### config.mk
export PLATFORM = sky130hd
export DESIGN_NAME = srt_reload_timer
export DESIGN_NICKNAME = d
export VERILOG_FILES = /design/src/shared/srt_pkg.sv /design/src/srt_channel.sv /design/src/srt_prescaler.sv /design/src/srt_reload_timer.sv
export SDC_FILE = /design/constraint.sdc
export NUM_CORES = 1
export LEC_CHECK = 0
export BUFFER_PORTS_ARGS = -buffer_cell sky130_fd_sc_hd__buf_2
export CORE_ASPECT_RATIO = 0.9
export CORE_MARGIN = 2
export CORE_UTILIZATION = 40
export DETAILED_ROUTE_END_ITERATION = 8
export HOLD_SLACK_MARGIN = 0.08
export PLACE_DENSITY = 0.62
export SYNTH_ARGS = -nofsm -noshare
export SYNTH_HDL_FRONTEND = slang
export SYNTH_SLANG_ARGS = --single-unit
### constraint.sdc
create_clock -name ref_clk -period 3.55 [get_ports ref_clk]
set_clock_uncertainty 0.15 [all_clocks]
set_input_delay 0.355 -clock ref_clk [delete_from_list [all_inputs] [get_ports ref_clk]]
set_output_delay 0.355 -clock ref_clk [all_outputs]
set_load 0.02 [all_outputs]
### src/shared/srt_pkg.sv
// Shared constants for the two-channel 16-bit reload timer
package srt_pkg;
	localparam int unsigned CNT_W       = 16;
	localparam int unsigned NUM_CH      = 2;
	localparam logic [15:0] CNT_ZERO    = 16'h0000;
	localparam logic [15:0] CNT_ALL_ONE = 16'hFFFF;

	// Byte addresses of the register words
	localparam logic [11:0] ADDR_CTRL0   = 12'h000;
	localparam logic [11:0] ADDR_RELOAD0 = 12'h004;
	localparam logic [11:0] ADDR_COUNT0  = 12'h008;
	localparam logic [11:0] ADDR_CTRL1   = 12'h010;
	localparam logic [11:0] ADDR_RELOAD1 = 12'h014;
	localparam logic [11:0] ADDR_COUNT1  = 12'h018;
	localparam logic [11:0] ADDR_STATUS  = 12'h020;
	localparam logic [11:0] ADDR_MASK    = 12'h024;
	localparam logic [11:0] ADDR_XFER    = 12'h028;

	// Control word fields
	localparam int unsigned CTRL_START   = 0;
	localparam int unsigned CTRL_RELOAD  = 1;
	localparam int unsigned CTRL_EVENT   = 2;
	localparam int unsigned CTRL_CLK_LO  = 3;
	localparam int unsigned CTRL_EDGE_LO = 5;
	localparam int unsigned CTRL_RUN     = 8;
	localparam logic [7:0]  CTRL_RESET   = 8'h00;

	// Internal prescaler divide ratios (log2); PRE_SHIFT2 is unused, tick 2 divides by 64
	localparam int unsigned PRE_SHIFT0   = 1;
	localparam int unsigned PRE_SHIFT1   = 3;
	localparam int unsigned PRE_SHIFT2   = 5;
	localparam int unsigned PRE_W        = 6;

	// Edge selection codes
	localparam logic [1:0]  EDGE_NONE    = 2'b00;
	localparam logic [1:0]  EDGE_RISE    = 2'b01;
	localparam logic [1:0]  EDGE_FALL    = 2'b10;
	localparam logic [1:0]  EDGE_BOTH    = 2'b11;
endpackage

### src/srt_channel.sv
// One reload timer channel: counter, source select, mode control
`timescale 1ns/1ns
module srt_channel
	import srt_pkg::*;
#(
	parameter int unsigned W = CNT_W
)
(
	// Clock and reset
	input  wire logic         ref_clk,
	input  wire logic         sys_rst,
	// Configuration
	input  wire logic         start_pulse,
	input  wire logic         stop_pulse,
	input  wire logic         reload_mode,
	input  wire logic         event_mode,
	input  wire logic   [1:0] clk_sel,
	input  wire logic   [1:0] edge_sel,
	input  wire logic [W-1:0] reload_val,
	// Count sources
	input  wire logic   [2:0] tick,
	input  wire logic         evt_sync,
	// State
	output logic      [W-1:0] count_reg,
	output logic              run_reg,
	output logic              underflow
);
	logic         evt_prev_reg;
	logic         load_reg;
	logic         rise;
	logic         fall;
	logic         edge_hit;
	logic         int_hit;
	logic         dec_en;
	logic [W-1:0] count_next;

	assign rise     = evt_sync & ~evt_prev_reg;
	assign fall     = ~evt_sync & evt_prev_reg;
	assign edge_hit = (edge_sel[0] & rise) | (edge_sel[1] & fall);
	assign int_hit  = (clk_sel == 2'd0) ? tick[0] :
	                  (clk_sel == 2'd1) ? tick[1] : tick[2];
	// A control write in the same cycle wins, so no flag without a wrap
	assign dec_en   = run_reg & ~load_reg & ~start_pulse & ~stop_pulse
	                & (event_mode ? edge_hit : int_hit);
	assign underflow  = dec_en & (count_reg == {W{1'b0}});
	assign count_next = count_reg - {{(W-1){1'b0}}, 1'b1};

	always_ff @(posedge ref_clk or posedge sys_rst)
	begin
		if (sys_rst)
			evt_prev_reg <= 1'b0;
		else
			evt_prev_reg <= evt_sync;
	end

	always_ff @(posedge ref_clk or posedge sys_rst)
	begin
		if (sys_rst)
		begin
			run_reg   <= 1'b0;
			load_reg  <= 1'b0;
			count_reg <= '0;
		end
		else if (stop_pulse)
		begin
			run_reg  <= 1'b0;
			load_reg <= 1'b0;
		end
		else if (start_pulse)
		begin
			run_reg  <= 1'b1;
			load_reg <= 1'b1;
		end
		else if (load_reg)
		begin
			load_reg  <= 1'b0;
			count_reg <= reload_val;
		end
		else if (underflow)
		begin
			count_reg <= reload_mode ? reload_val : count_next;
			run_reg   <= reload_mode;
		end
		else if (dec_en)
			count_reg <= count_next;
	end

	a_load_before_dec: assert property (@(posedge ref_clk) disable iff (sys_rst)
		start_pulse && !stop_pulse |=> load_reg && !underflow)
		else $error("count moved before load");
	a_oneshot_stops: assert property (@(posedge ref_clk) disable iff (sys_rst)
		underflow && !reload_mode && !start_pulse && !stop_pulse |=> !run_reg)
		else $error("one-shot kept running");
	a_reload_value: assert property (@(posedge ref_clk) disable iff (sys_rst)
		underflow && reload_mode && !start_pulse && !stop_pulse
		|=> run_reg && count_reg == $past(reload_val))
		else $error("no reload after underflow");
	a_wrap_value: assert property (@(posedge ref_clk) disable iff (sys_rst)
		underflow && !reload_mode && !start_pulse && !stop_pulse
		|=> count_reg == CNT_ALL_ONE[W-1:0])
		else $error("underflow did not wrap");
	a_underflow_zero: assert property (@(posedge ref_clk) disable iff (sys_rst)
		underflow |-> count_reg == CNT_ZERO[W-1:0] && run_reg)
		else $error("underflow off zero");
	a_idle_frozen: assert property (@(posedge ref_clk) disable iff (sys_rst)
		!run_reg && !start_pulse |=> $stable(count_reg))
		else $error("stopped counter moved");
	a_event_source: assert property (@(posedge ref_clk) disable iff (sys_rst)
		run_reg && !load_reg && event_mode && !edge_hit && !start_pulse && !stop_pulse
		|=> $stable(count_reg))
		else $error("event counter moved without edge");
endmodule

### src/srt_prescaler.sv
// Free-running prescaler producing three internal tick pulses
`timescale 1ns/1ns
module srt_prescaler
	import srt_pkg::*;
(
	// Clock and reset
	input  wire logic       ref_clk,
	input  wire logic       sys_rst,
	// Tick outputs
	output logic      [2:0] tick
);
	logic [PRE_W-1:0] div_reg;
	logic [PRE_W-1:0] div_next;
	logic [PRE_W-1:0] all_ones;

	assign all_ones = '1;
	assign div_next = div_reg + {{(PRE_W-1){1'b0}}, 1'b1};
	assign tick[0]  = &div_reg[PRE_SHIFT0-1:0];
	assign tick[1]  = &div_reg[PRE_SHIFT1-1:0];
	assign tick[2]  = div_reg == all_ones;

	always_ff @(posedge ref_clk or posedge sys_rst)
	begin
		if (sys_rst)
			div_reg <= '0;
		else
			div_reg <= div_next;
	end
endmodule

### src/srt_reload_timer.sv
// Two-channel 16-bit reload timer with APB registers
`timescale 1ns/1ns
// What this block does
// - Internal mode decrements once per tick of one of three prescaled clocks.
// - Event mode decrements once per selected edge on the event pin.
// - Each channel counts from exactly one source, internal or event.
// - Underflow is the step down from 0000H (to FFFFH in one-shot, to the reload value in reload mode), flagged only then.
// - From reload value N, underflow comes after N plus 1 counts.
// - Reload mode reloads on underflow and keeps counting.
// - One-shot mode stops at first underflow until software restarts.
// - Underflow raises an interrupt or a hardware transfer request.
// - Two identical independent channels with own counter, reload, mode, interrupt.
// - Underflow is offered as a baud clock source to serial ports.
module srt_reload_timer
	import srt_pkg::*;
(
	// Clock and reset
	input  wire logic               ref_clk,
	input  wire logic               sys_rst,
	// APB slave
	input  wire logic               psel,
	input  wire logic               penable,
	input  wire logic               pwrite,
	input  wire logic        [11:0] paddr,
	input  wire logic        [31:0] pwdata,
	output logic             [31:0] prdata,
	output logic                    pready,
	output logic                    pslverr,
	// Event input pins
	input  wire logic  [NUM_CH-1:0] evt_in,
	// Interrupt and transfer requests
	output logic                    irq,
	output logic       [NUM_CH-1:0] xfer_req,
	// Serial baud clock source
	output logic       [NUM_CH-1:0] baud_tick
);
	logic [2:0]        tick;
	logic [NUM_CH-1:0] evt_s1_reg;
	logic [NUM_CH-1:0] evt_s2_reg;
	logic [7:0]        ctrl_reg   [NUM_CH];
	logic [CNT_W-1:0]  reload_reg [NUM_CH];
	logic [CNT_W-1:0]  count_w    [NUM_CH];
	logic [NUM_CH-1:0] run_w;
	logic [NUM_CH-1:0] uf_w;
	logic [NUM_CH-1:0] start_w;
	logic [NUM_CH-1:0] stop_w;
	logic [NUM_CH-1:0] status_reg;
	logic [NUM_CH-1:0] status_next;
	logic [NUM_CH-1:0] mask_reg;
	logic [NUM_CH-1:0] xfer_sel_reg;
	logic [NUM_CH-1:0] baud_reg;
	logic [NUM_CH-1:0] pending;
	logic [31:0]       rdata_mux;
	logic              wr_en;
	logic              rd_en;
	logic              hit;
	logic              sel_ctrl0;
	logic              sel_ctrl1;
	logic              sel_rel0;
	logic              sel_rel1;
	logic              sel_status;
	logic              sel_mask;
	logic              sel_xfer;

	// Single-wait-free APB access
	assign pready    = 1'b1;
	assign wr_en     = psel & penable & pwrite;
	assign rd_en     = psel & penable & ~pwrite;
	assign sel_ctrl0 = paddr == ADDR_CTRL0;
	assign sel_ctrl1 = paddr == ADDR_CTRL1;
	assign sel_rel0  = paddr == ADDR_RELOAD0;
	assign sel_rel1  = paddr == ADDR_RELOAD1;
	assign sel_status = paddr == ADDR_STATUS;
	assign sel_mask  = paddr == ADDR_MASK;
	assign sel_xfer  = paddr == ADDR_XFER;
	assign hit = sel_ctrl0 | sel_ctrl1 | sel_rel0 | sel_rel1 | sel_status
	           | sel_mask | sel_xfer | (paddr == ADDR_COUNT0) | (paddr == ADDR_COUNT1);
	assign pslverr = psel & penable & ~hit;

	// Start written as one, stop written as zero to the start bit
	assign start_w[0] = wr_en & sel_ctrl0 & pwdata[CTRL_START];
	assign stop_w[0]  = wr_en & sel_ctrl0 & ~pwdata[CTRL_START];
	assign start_w[1] = wr_en & sel_ctrl1 & pwdata[CTRL_START];
	assign stop_w[1]  = wr_en & sel_ctrl1 & ~pwdata[CTRL_START];

	srt_prescaler u_pre (
		.ref_clk (ref_clk),
		.sys_rst (sys_rst),
		.tick    (tick)
	);

	// Event pins pass two flops first
	always_ff @(posedge ref_clk or posedge sys_rst)
	begin
		if (sys_rst)
		begin
			evt_s1_reg <= '0;
			evt_s2_reg <= '0;
		end
		else
		begin
			evt_s1_reg <= evt_in;
			evt_s2_reg <= evt_s1_reg;
		end
	end

	genvar g;
	generate
		for (g = 0; g < NUM_CH; g++)
		begin : g_ch
			srt_channel #(.W(CNT_W)) u_ch (
				.ref_clk     (ref_clk),
				.sys_rst     (sys_rst),
				.start_pulse (start_w[g]),
				.stop_pulse  (stop_w[g]),
				.reload_mode (ctrl_reg[g][CTRL_RELOAD]),
				.event_mode  (ctrl_reg[g][CTRL_EVENT]),
				.clk_sel     (ctrl_reg[g][CTRL_CLK_LO +: 2]),
				.edge_sel    (ctrl_reg[g][CTRL_EDGE_LO +: 2]),
				.reload_val  (reload_reg[g]),
				.tick        (tick),
				.evt_sync    (evt_s2_reg[g]),
				.count_reg   (count_w[g]),
				.run_reg     (run_w[g]),
				.underflow   (uf_w[g])
			);
		end
	endgenerate

	// Config registers
	always_ff @(posedge ref_clk or posedge sys_rst)
	begin
		if (sys_rst)
		begin
			ctrl_reg[0]   <= CTRL_RESET;
			ctrl_reg[1]   <= CTRL_RESET;
			reload_reg[0] <= CNT_ZERO;
			reload_reg[1] <= CNT_ZERO;
			mask_reg      <= '0;
			xfer_sel_reg  <= '0;
		end
		else
		begin
			if (wr_en && sel_ctrl0)
				ctrl_reg[0] <= pwdata[7:0];
			if (wr_en && sel_ctrl1)
				ctrl_reg[1] <= pwdata[7:0];
			if (wr_en && sel_rel0)
				reload_reg[0] <= pwdata[CNT_W-1:0];
			if (wr_en && sel_rel1)
				reload_reg[1] <= pwdata[CNT_W-1:0];
			if (wr_en && sel_mask)
				mask_reg <= pwdata[NUM_CH-1:0];
			if (wr_en && sel_xfer)
				xfer_sel_reg <= pwdata[NUM_CH-1:0];
		end
	end

	// Sticky flags: set wins over write-one-to-clear
	assign status_next = (status_reg & ~({NUM_CH{wr_en & sel_status}} & pwdata[NUM_CH-1:0]))
	                   | uf_w;

	always_ff @(posedge ref_clk or posedge sys_rst)
	begin
		if (sys_rst)
			status_reg <= '0;
		else
			status_reg <= status_next;
	end

	// Requests routed to CPU or to transfer service
	assign pending  = status_reg & mask_reg;
	assign irq      = |(pending & ~xfer_sel_reg);
	assign xfer_req = pending & xfer_sel_reg;

	// Baud clock pulse, registered
	always_ff @(posedge ref_clk or posedge sys_rst)
	begin
		if (sys_rst)
			baud_reg <= '0;
		else
			baud_reg <= uf_w;
	end
	assign baud_tick = baud_reg;

	// Read data mux
	always_comb
	begin
		rdata_mux = 32'h0000_0000;
		unique case (paddr)
			ADDR_CTRL0:   rdata_mux = {23'h0, run_w[0], ctrl_reg[0]};
			ADDR_CTRL1:   rdata_mux = {23'h0, run_w[1], ctrl_reg[1]};
			ADDR_RELOAD0: rdata_mux = {16'h0, reload_reg[0]};
			ADDR_RELOAD1: rdata_mux = {16'h0, reload_reg[1]};
			ADDR_COUNT0:  rdata_mux = {16'h0, count_w[0]};
			ADDR_COUNT1:  rdata_mux = {16'h0, count_w[1]};
			ADDR_STATUS:  rdata_mux = {30'h0, status_reg};
			ADDR_MASK:    rdata_mux = {30'h0, mask_reg};
			ADDR_XFER:    rdata_mux = {30'h0, xfer_sel_reg};
			default:      rdata_mux = 32'h0000_0000;
		endcase
	end
	assign prdata = rd_en ? rdata_mux : 32'h0000_0000;

	a_flag_sticks: assert property (@(posedge ref_clk) disable iff (sys_rst)
		status_reg[0] && !(wr_en && sel_status && pwdata[0]) |=> status_reg[0])
		else $error("flag dropped without clear");
	a_flag_sets: assert property (@(posedge ref_clk) disable iff (sys_rst)
		uf_w[1] |=> status_reg[1] ##0 baud_tick[1])
		else $error("underflow not flagged");
	a_irq_gate: assert property (@(posedge ref_clk) disable iff (sys_rst)
		irq |-> |(status_reg & mask_reg & ~xfer_sel_reg))
		else $error("irq without enabled flag");
endmodule

==> flow_summary.yaml <==
synth:
  yosysWarnings: 0
  avgSynthCellArea_um2: 9.64
  syn_area_mm2: 0.00587
  synth_top_family_by_area: "compound AO/OA/AOI/OAI gates"
  synthFlopType: "dfrtp_1"
  ys_types: 70
  synthXorXnorAreaFrac: 0.00447
  yosys.area.top_type: "dfrtp_1"
  ys_async_sr_fraction: 1.00
  yosysMostFrequentCell: "dfrtp_1"
  synth_top_area_frac: 0.443
  synth-compound-area-share: 0.187
  muxShareOfSynthArea: 0.104
  synthAdderAreaFrac: 0.0128
  synthSimpleGateAreaFrac: 0.184
  synth_area_leaders: "dfrtp_1 (44%), mux2_2 (7.7%), nand2_1 (4.6%)"
  synth-seq-cells: 104
  ys_top_cells_by_count: "dfrtp_1 (104), nand2_1 (72), a21oi_1 (45), mux2_2 (40), nor2_1 (33)"
  yosysSeqAreaShare: 0.443
  synth_edf_count: 0
  synthCells: 609
power_and_ir_drop:
  peakVddDrop_mv: 0.247
  p_leak_nw: 3.03
  powerDensity_mw_per_mm2: 349
floorplan:
  die_y_um: 119
  initial_utilization: 0.413
  die-area_mm2: 0.0157
  io_pins: 90
  die_x_um: 132
  coreArea_mm2: 0.0142
  core.rowCount: 41
setup_path:
  worstSetupEndpointType: "output port"
  path_class: "in2out"
  arrival_ns: 2.55
  crit_slowest_cell: "nor4b_1"
  required_ns: 3.04
  path_cells: "buf_2, nor4b_1, nand2_1, nor2_1, buf_4, a222oi_1, a21oi_1, buf_2"
  slowest_delay_ns: 0.56
  path_common_cell: "buf_2"
  cp_max_fo: 12
  cp-start-kind: "primary input"
cts:
  cts_inserted_buffers: 9
  cts_root_buf: "clkbuf_16"
  cts_tree: "yes"
  htreeDepth: 3
  cts.sinks: 104
  clockBufferDepth: 2
  clk_pin_slew_ns: 0.07
  cts_resized: 0
  clock_latency_ns: 0.36
drt:
  vias: 5154
  final_antenna_net_count: 0
  dr.pass1.iters: 8
  viasPerCell: 5.95
  wirelength_mm: 16.9
  wire_per_inst_um: 19.5
  drtIter0Drc: 654
  drc: 0
finish:
  fillers: 1354
  fin_nets: 725
  regArea_mm2: 0.00260
  drive_gt1_frac: 0.226
  area_growth_pct: 13.5
  antenna_cells: 0
  postLayoutCoreUtil: 0.469
  multi_input_area_mm2: 0.00295
timing:
  tightest_slew_ns: 1.02
  setup_violations: 0
  rsz0062_at_grt: "no"
  maxSlewHeadroom: 0.323
  period_share: 0.861
  finalHoldViolations: 0
  period_minus_slack_ns: 3.06
  max_freq_mhz: 327
  slew_violations: 0
  tns_ns: 0
  setup_slack_ns: 0.493
place:
  dp_hpwl_mm: 12.4
  gp_congestion: 0.914
  post-place-ws_ns: 0.511
  portBuffers: 56
grt:
  grtUsageTotal: 0.221
  grt_pass1_wl_mm: 27.0
  gr-total-overflow: 0
  grt_max_degree: 82
  grt_antenna_before_repair: 0
  grt_pass1_vias: 4863
run:
  cap_violations: 0
worst_hold_path:
  hold_path.class: "in2async"
run_status:
  outcome: "finished clean"
[per-stage QoR]
step | instance area, µm² | hold WS, ns | cells | total power, mW
after floorplan | 5930 | 0.181 | 624 | 1.29
after global placement | 6330 | 0.187 | 846 | 1.33
after detailed placement | 6330 | 0.186 | 846 | 1.33
after CTS | 6670 | 0.0834 | 866 | 2.34
after global routing | 6670 | 0.0854 | 866 | 2.40
final | 6670 | 0.0739 | 866 | 2.32
[metal layers]
| metal | GRT usage | wire (µm) | vias to the layer above | part of all wire |
|---|---|---|---|---|
| met1 | 0.313 | 7490 | 2551 | 0.44 |
| met2 | 0.343 | 7850 | 233 | 0.47 |
| met4 | 0.0571 | 225 | 0 | 0.013 |
| li1 | - | - | 2347 | - |
| met3 | 0.0502 | 1310 | 23 | 0.078 |
| met5 | 0 | 0 | - | 0 |
[critical path, delay by kind of cell]
| family | cells | cell delay [ns] |
|---|---|---|
| simple gates | 3 | 1.10 |
| buf+inv | 3 | 0.73 |
| compound gates | 2 | 0.37 |
[path summary, 6_finish.rpt]
check	startpoint	end	slack, ns	cells past startpoint
hold / removal	sys_rst	u_pre.div_reg[0]	0.07	2
max in group asynchronous	sys_rst	reload_reg[9]	2.35	3
setup reg to reg	u_pre.div_reg[0]	g_ch[0].u_ch.count_reg[5]	0.64	10
setup / recovery	paddr[4]	prdata[6]	0.49	8
min in group ref_clk	pwdata[10]	reload_reg[10]	0.09	2
hold reg to reg	evt_s1_reg[0]	evt_s2_reg[0]	0.20	0
[cells in the final DEF (no fill, tap or decap), types with 5 or more instances in the layout]
cell       count
or3_1          6
conb_1        17
and3_1         6
a21oi_1       45
nand2b_1       5
nand4_1        6
ha_1           6
mux2_2        40
nand3_1       27
nor3_1        14
dfrtp_1      104
buf_4         20
a22oi_1       14
nand3b_1       5
nor2_1        33
o21ai_0       25
o31ai_1        5
clkbuf_16      9
a222oi_1      13
mux2i_1       16
nor4_1        11
o21ai_1       12
nand2_1       72
inv_1         21
buf_2         56
[power by group]
part,internal [mW],switching (mW)
combinational,0.0319,0.0833
clock,0.527,0.486
sequential,1.19,0.00593
total,1.75,0.575
[layout make-up]
| type | instances | area share |
|---|---|---|
| Tap cell | 193 | 0.0362 |
| Clock buffer | 11 | 0.0379 |
| Sequential cell | 104 | 0.390 |
| Inverter | 22 | 0.0128 |
| Multi-Input combinational cell | 450 | 0.443 |
| Clock inverter | 5 | 0.00675 |
| Timing Repair Buffer | 81 | 0.0735 |
[cells by family after synthesis]
family | count (synthesis)
AO/OA/AOI/OAI | 160
flip-flops | 104
AND/OR/NAND/NOR | 208
buffers and inverters | 70
XOR/XNOR | 3
adder cells (fa/ha/maj) | 6
multiplexers | 56
other | 2
[what timing repair did]
action / in CTS / in global routing
buffers inserted: 0 / 0
hold buffers: 4 / 0
endpoints found under the hold margin: 4 / 0
Note: power is estimated with default switching activity, not from simulation.
